File: src/kms_pkg.sv
// Purpose: shared constants and types of the keypad matrix scanner
// Assumes: byte-wide register port, one system clock
// Notes:   offsets are register indexes on the auxiliary register port
package kms_pkg;

  // register offsets
  localparam logic [4:0] KMS_OFS_CTRL     = 5'h00;
  localparam logic [4:0] KMS_OFS_DEB      = 5'h01;
  localparam logic [4:0] KMS_OFS_LK_LOW   = 5'h02;
  localparam logic [4:0] KMS_OFS_LK_HIGH  = 5'h03;
  localparam logic [4:0] KMS_OFS_TO_LOW   = 5'h04;
  localparam logic [4:0] KMS_OFS_TO_HIGH  = 5'h05;
  localparam logic [4:0] KMS_OFS_COL      = 5'h06;
  localparam logic [4:0] KMS_OFS_ROW      = 5'h07;
  localparam logic [4:0] KMS_OFS_SMS      = 5'h08;
  localparam logic [4:0] KMS_OFS_MAP0     = 5'h09;
  localparam logic [4:0] KMS_OFS_MAP7     = 5'h10;
  localparam logic [4:0] KMS_OFS_IRQ_STS  = 5'h11;
  localparam logic [4:0] KMS_OFS_IRQ_MSK  = 5'h12;
  localparam logic [4:0] KMS_OFS_IRQ_EDG  = 5'h16;
  localparam logic [4:0] KMS_OFS_IRQ_HCTL = 5'h17;

  // control register fields
  localparam int KMS_BIT_POWER_ON   = 6;
  localparam int KMS_BIT_REPEAT_EN  = 5;
  localparam int KMS_BIT_HELD_TO_EN = 4;
  localparam int KMS_BIT_EMPTY_TO   = 3;
  localparam int KMS_BIT_LONG_EN    = 2;
  localparam int KMS_BIT_DEC_SEL    = 1;
  localparam int KMS_BIT_SOFT_RST_N = 0;

  // writable masks (reserved bits read zero)
  localparam logic [7:0] KMS_MASK_CTRL    = 8'h7f;
  localparam logic [7:0] KMS_MASK_DEB     = 8'h3f;
  localparam logic [7:0] KMS_MASK_LK_HIGH = 8'hef;
  localparam logic [7:0] KMS_MASK_SMS_RW  = 8'h30;

  // reset values
  localparam logic [7:0] KMS_RST_CTRL     = 8'h03;
  localparam logic [7:0] KMS_RST_LK_HIGH  = 8'he0;
  localparam logic [7:0] KMS_RST_COL      = 8'hff;
  localparam logic [7:0] KMS_RST_ROW      = 8'hff;
  localparam logic [7:0] KMS_RST_IRQ_MSK  = 8'h0f;
  localparam logic [7:0] KMS_RST_IRQ_EDG  = 8'h55;
  localparam logic [7:0] KMS_RST_IRQ_HCTL = 8'h01;

  // sequencer state codes seen by software
  localparam logic [3:0] KMS_SC_IDLE      = 4'h0;
  localparam logic [3:0] KMS_SC_SCAN      = 4'h1;
  localparam logic [3:0] KMS_SC_LOAD_DEB  = 4'h2;
  localparam logic [3:0] KMS_SC_TEST_DEB  = 4'h3;
  localparam logic [3:0] KMS_SC_GEN_EVT   = 4'h4;
  localparam logic [3:0] KMS_SC_LOAD_LONG = 4'h6;
  localparam logic [3:0] KMS_SC_TEST_LONG = 4'h7;
  localparam logic [3:0] KMS_SC_GEN_LONG  = 4'h8;
  localparam logic [3:0] KMS_SC_TEST_TO   = 4'ha;
  localparam logic [3:0] KMS_SC_GEN_TO    = 4'hb;
  localparam logic [3:0] KMS_SC_LOAD_TO   = 4'hd;
  localparam logic [3:0] KMS_SC_OTHER     = 4'hf;

  // prescaler reset value and tick period base: tick every 2^(ptv+1) clocks
  localparam logic [2:0] KMS_RST_PTV      = 3'h7;

  typedef enum logic [3:0] {
    KMS_ST_IDLE, KMS_ST_SCAN, KMS_ST_LOAD_DEB, KMS_ST_TEST_DEB, KMS_ST_GEN_EVT,
    KMS_ST_LOAD_LONG, KMS_ST_TEST_LONG, KMS_ST_GEN_LONG, KMS_ST_TEST_TO,
    KMS_ST_GEN_TO, KMS_ST_LOAD_TO
  } kms_state_t;

  typedef struct packed {
    logic       wr;
    logic       rd;
    logic [4:0] addr;
    logic [7:0] wdata;
  } kms_reg_req_t;

  typedef struct packed {
    logic key_change;
    logic long_key;
    logic repeat_key;
    logic timeout;
  } kms_evt_t;

endpackage : kms_pkg

File: src/kms_keypad_scanner.sv
// Purpose: keypad matrix scanner with register file and hardware sequencer
// Assumes: row inputs synchronous to clk_sys_i, rows idle high, key pulls row low
// Notes:   key index is column*8+row; register reads answer one cycle later
`timescale 1ns/1ps
module kms_keypad_scanner (
  input  wire logic                  clk_sys_i,
  input  wire logic                  rst_n_i,
  input  wire kms_pkg::kms_reg_req_t reg_req_i,
  output logic [7:0]                 reg_rdata_o,
  input  wire logic [7:0]            row_i,
  output logic [7:0]                 col_o,
  output logic                       clk_req_o,
  output kms_pkg::kms_evt_t          evt_o
);
  import kms_pkg::*;

  // register storage
  logic [7:0]  ctrl_q, deb_q, lk_low_q, lk_high_q, to_low_q, to_high_q;
  logic [7:0]  col_reg_q, row_sense_q, sms_rw_q;
  logic [7:0]  irq_sts_q, irq_msk_q, irq_edg_q, irq_hctl_q;
  logic [63:0] key_map_q;                 // latched debounced map
  logic [63:0] scan_map_q, cand_q;        // current pass and candidate map
  logic [7:0]  rdata_q, col_q;
  logic        clk_req_q;
  kms_evt_t    evt_q, evt_d;
  kms_state_t  state_q, state_d;
  logic [2:0]  col_idx_q;
  logic [7:0]  pre_cnt_q;
  logic [5:0]  deb_cnt_q;
  logic [11:0] long_cnt_q;
  logic [15:0] to_cnt_q;

  // state to software code, used by the status register and a check
  function automatic logic [3:0] kms_state_code(input kms_state_t s);
    unique case (s)
      KMS_ST_IDLE:      return KMS_SC_IDLE;
      KMS_ST_SCAN:      return KMS_SC_SCAN;
      KMS_ST_LOAD_DEB:  return KMS_SC_LOAD_DEB;
      KMS_ST_TEST_DEB:  return KMS_SC_TEST_DEB;
      KMS_ST_GEN_EVT:   return KMS_SC_GEN_EVT;
      KMS_ST_LOAD_LONG: return KMS_SC_LOAD_LONG;
      KMS_ST_TEST_LONG: return KMS_SC_TEST_LONG;
      KMS_ST_GEN_LONG:  return KMS_SC_GEN_LONG;
      KMS_ST_TEST_TO:   return KMS_SC_TEST_TO;
      KMS_ST_GEN_TO:    return KMS_SC_GEN_TO;
      KMS_ST_LOAD_TO:   return KMS_SC_LOAD_TO;
      default:          return KMS_SC_OTHER;
    endcase
  endfunction : kms_state_code

  // control decode
  wire        power_on    = ctrl_q[KMS_BIT_POWER_ON];
  wire        repeat_en   = ctrl_q[KMS_BIT_REPEAT_EN];
  wire        held_to_en  = ctrl_q[KMS_BIT_HELD_TO_EN];
  wire        empty_to_en = ctrl_q[KMS_BIT_EMPTY_TO];
  wire        long_en     = ctrl_q[KMS_BIT_LONG_EN];
  wire        hw_mode     = ctrl_q[KMS_BIT_DEC_SEL];
  // keypad logic is cleared by soft reset or when unpowered
  wire        blk_clr     = !ctrl_q[KMS_BIT_SOFT_RST_N] || !power_on;
  wire        hw_run      = hw_mode && !blk_clr;
  wire [11:0] long_preset = {lk_high_q[3:0], lk_low_q};
  wire [2:0]  timer_prescale         = lk_high_q[7:5];
  wire [15:0] to_preset   = {to_high_q, to_low_q};
  wire        key_held    = |key_map_q;
  wire [3:0]  state_code  = kms_state_code(state_q);

  // register port decode
  wire        wr_ctrl   = reg_req_i.wr && (reg_req_i.addr == KMS_OFS_CTRL);
  wire        wr_deb    = reg_req_i.wr && (reg_req_i.addr == KMS_OFS_DEB);
  wire        wr_lk_lo  = reg_req_i.wr && (reg_req_i.addr == KMS_OFS_LK_LOW);
  wire        wr_lk_hi  = reg_req_i.wr && (reg_req_i.addr == KMS_OFS_LK_HIGH);
  wire        wr_to_lo  = reg_req_i.wr && (reg_req_i.addr == KMS_OFS_TO_LOW);
  wire        wr_to_hi  = reg_req_i.wr && (reg_req_i.addr == KMS_OFS_TO_HIGH);
  wire        wr_col    = reg_req_i.wr && (reg_req_i.addr == KMS_OFS_COL);
  wire        wr_sms    = reg_req_i.wr && (reg_req_i.addr == KMS_OFS_SMS);
  wire        wr_i_sts  = reg_req_i.wr && (reg_req_i.addr == KMS_OFS_IRQ_STS);
  wire        wr_i_msk  = reg_req_i.wr && (reg_req_i.addr == KMS_OFS_IRQ_MSK);
  wire        wr_i_edg  = reg_req_i.wr && (reg_req_i.addr == KMS_OFS_IRQ_EDG);
  wire        wr_i_hctl = reg_req_i.wr && (reg_req_i.addr == KMS_OFS_IRQ_HCTL);
  wire        map_sel   = (reg_req_i.addr >= KMS_OFS_MAP0) && (reg_req_i.addr <= KMS_OFS_MAP7);
  wire [2:0]  map_idx   = 3'(reg_req_i.addr - KMS_OFS_MAP0);
  logic [7:0] rd_mux;

  // read mux; unmapped offsets read zero
  always_comb begin
    rd_mux = 8'h00;
    unique case (reg_req_i.addr)
      KMS_OFS_CTRL:     rd_mux = ctrl_q;
      KMS_OFS_DEB:      rd_mux = deb_q;
      KMS_OFS_LK_LOW:   rd_mux = lk_low_q;
      KMS_OFS_LK_HIGH:  rd_mux = lk_high_q;
      KMS_OFS_TO_LOW:   rd_mux = to_low_q;
      KMS_OFS_TO_HIGH:  rd_mux = to_high_q;
      KMS_OFS_COL:      rd_mux = col_reg_q;
      KMS_OFS_ROW:      rd_mux = row_sense_q;
      KMS_OFS_SMS:      rd_mux = sms_rw_q | {4'h0, state_code};
      KMS_OFS_IRQ_STS:  rd_mux = irq_sts_q;
      KMS_OFS_IRQ_MSK:  rd_mux = irq_msk_q;
      KMS_OFS_IRQ_EDG:  rd_mux = irq_edg_q;
      KMS_OFS_IRQ_HCTL: rd_mux = irq_hctl_q;
      default:          rd_mux = map_sel ? key_map_q[{map_idx, 3'b000} +: 8] : 8'h00;
    endcase
  end

  // configuration registers; reserved bits masked so they read zero
  always_ff @(posedge clk_sys_i) begin
    if (!rst_n_i) begin
      ctrl_q     <= KMS_RST_CTRL;
      deb_q      <= 8'h00;
      lk_low_q   <= 8'h00;
      lk_high_q  <= KMS_RST_LK_HIGH;
      to_low_q   <= 8'h00;
      to_high_q  <= 8'h00;
      col_reg_q  <= KMS_RST_COL;
      sms_rw_q   <= 8'h00;
    end else begin
      if (wr_ctrl)  ctrl_q    <= reg_req_i.wdata & KMS_MASK_CTRL;
      if (wr_deb)   deb_q     <= reg_req_i.wdata & KMS_MASK_DEB;
      if (wr_lk_lo) lk_low_q  <= reg_req_i.wdata;
      if (wr_lk_hi) lk_high_q <= reg_req_i.wdata & KMS_MASK_LK_HIGH;
      if (wr_to_lo) to_low_q  <= reg_req_i.wdata;
      if (wr_to_hi) to_high_q <= reg_req_i.wdata;
      if (wr_col)   col_reg_q <= reg_req_i.wdata;
      if (wr_sms)   sms_rw_q  <= reg_req_i.wdata & KMS_MASK_SMS_RW;
    end
  end

  // interrupt handler registers are plain storage in this block
  always_ff @(posedge clk_sys_i) begin
    if (!rst_n_i) begin
      irq_sts_q  <= 8'h00;
      irq_msk_q  <= KMS_RST_IRQ_MSK;
      irq_edg_q  <= KMS_RST_IRQ_EDG;
      irq_hctl_q <= KMS_RST_IRQ_HCTL;
    end else begin
      if (wr_i_sts)  irq_sts_q  <= reg_req_i.wdata;
      if (wr_i_msk)  irq_msk_q  <= reg_req_i.wdata;
      if (wr_i_edg)  irq_edg_q  <= reg_req_i.wdata;
      if (wr_i_hctl) irq_hctl_q <= reg_req_i.wdata;
    end
  end

  // read data, row sampling, pins and clock request all from flops
  always_ff @(posedge clk_sys_i) begin
    if (!rst_n_i) begin
      rdata_q     <= 8'h00;
      row_sense_q <= KMS_RST_ROW;
      col_q       <= KMS_RST_COL;
      clk_req_q   <= 1'b0;
    end else begin
      if (reg_req_i.rd) rdata_q <= rd_mux;
      row_sense_q <= row_i;
      clk_req_q   <= power_on;
      // unpowered columns float high so no key can load the rows
      if (blk_clr)      col_q <= KMS_RST_COL;
      else if (hw_mode) col_q <= ~(8'h01 << col_idx_q);
      else              col_q <= col_reg_q;
    end
  end

  // prescaler: one tick every 2^(ptv+1) clocks
  wire [7:0] pre_last = 8'((9'h002 << timer_prescale) - 9'h001);
  wire       tick     = hw_run && (pre_cnt_q == pre_last);
  wire       pass_end = tick && (col_idx_q == 3'h7);
  wire [63:0] pass_map = {~row_i, scan_map_q[55:0]};  // last column joins at pass end

  // column scan; rows sampled just before the column moves on
  always_ff @(posedge clk_sys_i) begin
    if (!rst_n_i || blk_clr || !hw_mode) begin
      pre_cnt_q  <= 8'h00;
      col_idx_q  <= 3'h0;
      scan_map_q <= 64'h0;
    end else begin
      pre_cnt_q <= tick ? 8'h00 : 8'(pre_cnt_q + 8'h01);
      if (tick) begin
        scan_map_q[{col_idx_q, 3'b000} +: 8] <= ~row_i;
        col_idx_q <= 3'(col_idx_q + 3'h1);
      end
    end
  end

  // a completed pass that differs from the latched map restarts debounce
  // comparing whole passes ignores bounce inside a pass; debounce then waits it out
  // trade-off: a change is seen up to one pass late, in return for a cheap comparator
  wire map_moved = pass_end && (pass_map != key_map_q);
  wire cand_moved = pass_end && (pass_map != cand_q);
  wire to_armed   = key_held ? held_to_en : empty_to_en;

  // sequencer next state
  always_comb begin
    state_d = state_q;
    evt_d   = '0;
    unique case (state_q)
      KMS_ST_IDLE:      if (hw_run) state_d = KMS_ST_SCAN;
      KMS_ST_SCAN:      if (map_moved) state_d = KMS_ST_LOAD_DEB;
      KMS_ST_LOAD_DEB:  state_d = KMS_ST_TEST_DEB;
      KMS_ST_TEST_DEB: begin
        if (cand_moved)             state_d = KMS_ST_LOAD_DEB;
        else if (deb_cnt_q == 6'h0) state_d = KMS_ST_GEN_EVT;
      end
      KMS_ST_GEN_EVT: begin
        evt_d.key_change = 1'b1;
        state_d = (|cand_q) ? KMS_ST_LOAD_LONG : KMS_ST_LOAD_TO;
      end
      KMS_ST_LOAD_LONG: state_d = KMS_ST_TEST_LONG;
      KMS_ST_TEST_LONG: begin
        if (map_moved) state_d = KMS_ST_LOAD_DEB;
        else if (long_cnt_q == 12'h0 && (long_en || repeat_en)) state_d = KMS_ST_GEN_LONG;
        else if (to_cnt_q == 16'h0 && held_to_en) state_d = KMS_ST_GEN_TO;
        else if (!long_en && !repeat_en) state_d = KMS_ST_TEST_TO;
      end
      KMS_ST_GEN_LONG: begin
        evt_d.long_key   = long_en;
        evt_d.repeat_key = repeat_en;
        state_d = repeat_en ? KMS_ST_LOAD_LONG : KMS_ST_TEST_TO;
      end
      KMS_ST_LOAD_TO:   state_d = empty_to_en ? KMS_ST_TEST_TO : KMS_ST_SCAN;
      KMS_ST_TEST_TO: begin
        if (map_moved) state_d = KMS_ST_LOAD_DEB;
        else if (to_cnt_q == 16'h0 && to_armed) state_d = KMS_ST_GEN_TO;
      end
      KMS_ST_GEN_TO: begin
        evt_d.timeout = 1'b1;
        state_d = KMS_ST_SCAN;
      end
      default:          state_d = KMS_ST_IDLE;   // unused codes recover to idle
    endcase
  end

  // sequencer state, timers and latched maps
  always_ff @(posedge clk_sys_i) begin
    if (!rst_n_i || blk_clr) begin
      state_q    <= KMS_ST_IDLE;
      evt_q      <= '0;
      deb_cnt_q  <= 6'h0;
      long_cnt_q <= 12'h0;
      to_cnt_q   <= 16'h0;
      cand_q     <= 64'h0;
      key_map_q  <= 64'h0;
    end else begin
      state_q <= hw_mode ? state_d : KMS_ST_IDLE;
      evt_q   <= hw_mode ? evt_d : '0;
      if (map_moved || cand_moved) cand_q <= pass_map;
      if (state_q == KMS_ST_LOAD_DEB) deb_cnt_q <= deb_q[5:0];
      else if (tick && deb_cnt_q != 6'h0) deb_cnt_q <= 6'(deb_cnt_q - 6'h1);
      if (state_q == KMS_ST_GEN_EVT) begin
        key_map_q <= cand_q;
        to_cnt_q  <= to_preset;
      end else if (tick && to_cnt_q != 16'h0) begin
        to_cnt_q <= 16'(to_cnt_q - 16'h1);
      end
      if (state_q == KMS_ST_LOAD_LONG) long_cnt_q <= long_preset;
      else if (tick && long_cnt_q != 12'h0) long_cnt_q <= 12'(long_cnt_q - 12'h1);
    end
  end

  assign reg_rdata_o = rdata_q;
  assign col_o       = col_q;
  assign clk_req_o   = clk_req_q;
  assign evt_o       = evt_q;
endmodule : kms_keypad_scanner

File: config.mk
export PLATFORM = sky130hd
export DESIGN_NAME = kms_keypad_scanner
export DESIGN_NICKNAME = d
export VERILOG_FILES = /design/src/kms_pkg.sv /design/src/kms_keypad_scanner.sv
export SDC_FILE = /design/constraint.sdc
export NUM_CORES = 1
export LEC_CHECK = 0
export ABC_CLOCK_PERIOD_IN_PS = 5000
export BUFFER_PORTS_ARGS = -buffer_cell sky130_fd_sc_hd__buf_2
export CORE_MARGIN = 5
export CORE_UTILIZATION = 30
export CTS_CLUSTER_SIZE = 14
export DETAILED_ROUTE_END_ITERATION = 10
export PLACE_DENSITY_LB_ADDON = 0.12
export SYNTH_ARGS = -nofsm -noshare
export SYNTH_HDL_FRONTEND = slang
export SYNTH_SLANG_ARGS = --single-unit
File: constraint.sdc
create_clock -name clk_sys_i -period 5 [get_ports clk_sys_i]
set_input_delay 1 -clock clk_sys_i [delete_from_list [all_inputs] [get_ports clk_sys_i]]
set_output_delay 1 -clock clk_sys_i [all_outputs]
set_load 0.02 [all_outputs]
==> metrics.md <==
| Metric | Value |
|---|---|
| Post-detailed-route wirelength per cell | `25.4 um` |
| Crit path cell chain | `or3_1 -> ha_1 -> nor3b_1 -> a311o_1 -> a311oi_2 -> and3_1 -> nand4_1 -> nor3_1 -> a21oi_1 -> nor2_1` |
| First-pass GRT wire length | `102,000 um` |
| P per Cell Area | `321 mW/mm^2` |
| Sw Pwr | `0.00140 W` |
| Unrepaired setup endpoints after global routing | `false` |
| Fmax | `237 MHz` |
| Req. time, crit path | `5500 ps` |
| CTS tree | `built` |
| Worst skew pair latency | `570 ps` |
| Placed wire-length estimate | `52,100 um` |
| DR iter-0 viols | `1,257` |
| Crit Path Class | `reg2reg` |
| Maximum clock path buffer count | `3` |
| CTS buffer count | `42` |
| Hold Path End | `irq_hctl_q[1]` |
| Int Pwr | `0.00479 W` |
| Vias/cell | `5.39` |
| # Max-Cap Violations | `0` |
| Worst reg2reg setup slack | `780 ps` |
| Cell variety after synth | `74` |
| Most used DFF post-synth | `dfxtp_1` |
| Switching part of the total | `22.6%` |
| Slew Viols, Final | `0` |
| Vias | `14,900` |
| Post-route clock period utilization | `84.4%` |
| Syn nets | `2,034` |
| Setup TNS Final | `0 ps` |
| Clk root buf | `clkbuf_16` |
| Post-route DRC | `0` |
| Cts repair resizes | `0` |
| Reg clk slew, reported paths | `60 ps` |
| Die Wd | `248 um` |
| Die area | `0.0613 mm^2` |
| Cells after synthesis | `1,985` |
| Power share of the clock group | `50.9%` |
| CP Capture Type | `flip-flop` |
| Reg power frac | `45.7%` |
| Crit path from | `lk_high_q[7]` |
| Setup Viol. Count Final | `0` |
| All-Layer GR Usage | `22.4%` |
| Reg2reg path depth | `10` |
| Cell taking the most area after synthesis | `dfxtp_1` |
| Rows | `87` |
| Largest cells by area after synthesis | `dfxtp_1 (42%), xnor2_1 (6.9%), nand2_1 (6.8%)` |
| Layout area overhead | `13.7%` |
| Synth warn | `0` |
| Final instance area | `0.0193 mm^2` |
| Clock skew | `19.9 ps` |
| Max VDD drop | `256 uV` |
| Post-Syn Area | `0.0169 mm^2` |
| Synthesized flop and latch total | `352` |
| CP startpoint kind | `flip-flop` |
| Total congestion overflow | `0` |
| WHS Path Cells | `2` |
| Post-synth ARST share | `0%` |
| Top-area cell type share of the netlist area | `41.6%` |
| CP Buf/Inv Count | `0` |
| Post-synthesis sequential area ratio | `41.6%` |
| Slew @ Worst Pin | `1080 ps` |
| IO Count | `46` |
| Post-DP Area | `0.0179 mm^2` |
| H-Tree Depth | `2` |
| Hold Path Class | `reg2reg` |
| Die height | `248 um` |
| Max-slew headroom | `27.3%` |
| WL final | `69,900 um` |
| Worst R2R End | `scan_map_q[29]` |
| Fin util | `34.3%` |
| CP max stage delay | `800 ps` |
| Mean Syn Cell Area | `8.54 um^2` |
| Largest net degree at the start of global routing | `73` |
| Clock sink total | `352` |
| Core Region | `0.0562 mm^2` |
| PortBufs | `45` |
| Share of layout cells above drive strength 1 | `8.85%` |
| Post-synth EDFFs | `0` |
| Placer Congestion | `0.960` |
| Leak | `6.55 nW` |
| Critical Path Slowest Stage Cell | `nand4_1` |
| Comb power frac | `3.3%` |
| FF-to-FF Start | `lk_high_q[7]` |
| Critical path's top delay family | `simple AND/OR/NAND/NOR gates` |
| Final Hold Vio Count | `0` |
| Initial antenna violation count | `0` |
| Min-Delay Startpoint | `irq_hctl_q[1]` |
| Data arrival, critical path | `4720 ps` |
| CTS Hold Buffers Added | `0` |
| Minimum clock period | `4220 ps` |
| Antenna-violating nets left | `0` |
| Crit-path max FO | `16` |
| 1st-pass router iterations | `7` |
| Initial core utilization | `30.2%` |
| Status | `completed` |
| N_diodes | `0` |
| Number of global-route vias before repair | `14,400` |
| Layout net count | `2,022` |
| Number of setup buffers added after CTS | `0` |
## layout by cell type (no fill, tap or decap), types with 51 or more instances in the layout
cell type / Yosys / final
nand3_1: 109 / 109
nand2_1: 307 / 305
dfxtp_1: 352 / 352
a21boi_0: 66 / 66
a21oi_1: 110 / 110
mux2i_1: 103 / 103
nor2_1: 199 / 199
xnor2_1: 133 / 133
nor4_1: 51 / 51
nand4_1: 68 / 68
## routing by layer
layer | vias to the layer above | global-route usage [%] | part of all wire (%) | routed length [um]
li1 | 6964 | - | - | -
met5 | - | 0 | 0 | 0
met4 | 0 | 8.34 | 4.0 | 2820
met2 | 436 | 38.2 | 48 | 33700
met1 | 7343 | 29.1 | 43 | 30300
met3 | 124 | 2.86 | 4.5 | 3170
## power groups by stage
stage / clock network (W) / logic, W / registers (W)
2_1_floorplan: 0 / 0.000118 / 0.00289
3_3_place_gp: 0 / 0.000205 / 0.00289
3_5_place_dp: 0 / 0.000206 / 0.00289
4_1_cts: 0.00323 / 0.000206 / 0.00283
5_1_grt: 0.00333 / 0.000218 / 0.00283
6_report: 0.00315 / 0.000207 / 0.00283
## worst reg2reg max path, cell delays in order (launching register included)
cell	delay [ps]
dfxtp_1	430
or3_1	460
ha_1	270
nor3b_1	190
a311o_1	370
a311oi_2	380
and3_1	470
nand4_1	810
nor3_1	630
a21oi_1	70
nor2_1	110
## cell usage after synthesis (9+ instances only)
cell type,n
dfxtp_1,352
nand2_1,307
nor2_1,199
xnor2_1,133
a21oi_1,110
nand3_1,109
mux2i_1,103
clkbuf_1,100
nand4_1,68
a21boi_0,66
nor4_1,51
a211oi_1,44
o21ai_0,38
xor2_1,38
nor3_1,27
ha_1,24
inv_1,21
mux4_2,16
and3_1,13
buf_1,12
and2_1,11
nand2b_1,11
buf_2,9
mux2_2,9
## metrics by stage
stage / power [W] / worst slack (ps) / instances / hold WS, ps
after global placement: 0.00310 / 897 / 2685 / 456
final: 0.00619 / 779 / 2757 / 469
after CTS: 0.00627 / 811 / 2757 / 468
after floorplan: 0.00301 / 1050 / 1985 / 441
after detailed placement: 0.00310 / 830 / 2685 / 459
after global routing: 0.00638 / 464 / 2757 / 488
## layout make-up
type                    count  area [um^2]
well taps                 756          946
clock inverters            10          165
multi-input cells        1484         9330
repair buffers             72          465
inverters                  21         78.8
flip-flops and latches    352         7050
fillers                  5938        36900
clock buffers              62         1240
## state kept, by name, summed over array words and instances (netlist names), 12 cells and up
register and flops:
cand_q 64, key_map_q 64, long_cnt_q 12, scan_map_q 56, to_cnt_q 16
## worst max-delay path by stage
stage / depth (start not counted) / slack, ps / end
finish: 10 / 780 / scan_map_q[29]
global route: 10 / 460 / scan_map_q[29]
CTS: 11 / 810 / cand_q[32]
detailed placement: 11 / 830 / cand_q[32]
global placement: 10 / 900 / scan_map_q[29]
floorplan: 10 / 1050 / reg_rdata_o[0]
## cell families after synthesis
group                      count (synthesis)  synth area share (%)
xor gates and xnor gates                 171                  8.84
buffers and inverters                    149                  3.54
DFF                                      352                  41.6
muxes                                    128                  8.81
and+or+nand+nor                          840                  23.0
adders and majority gates                 24                  1.77
AOI/OAI and AO/OA                        321                  12.4
Power figures use the tool's default switching activity.
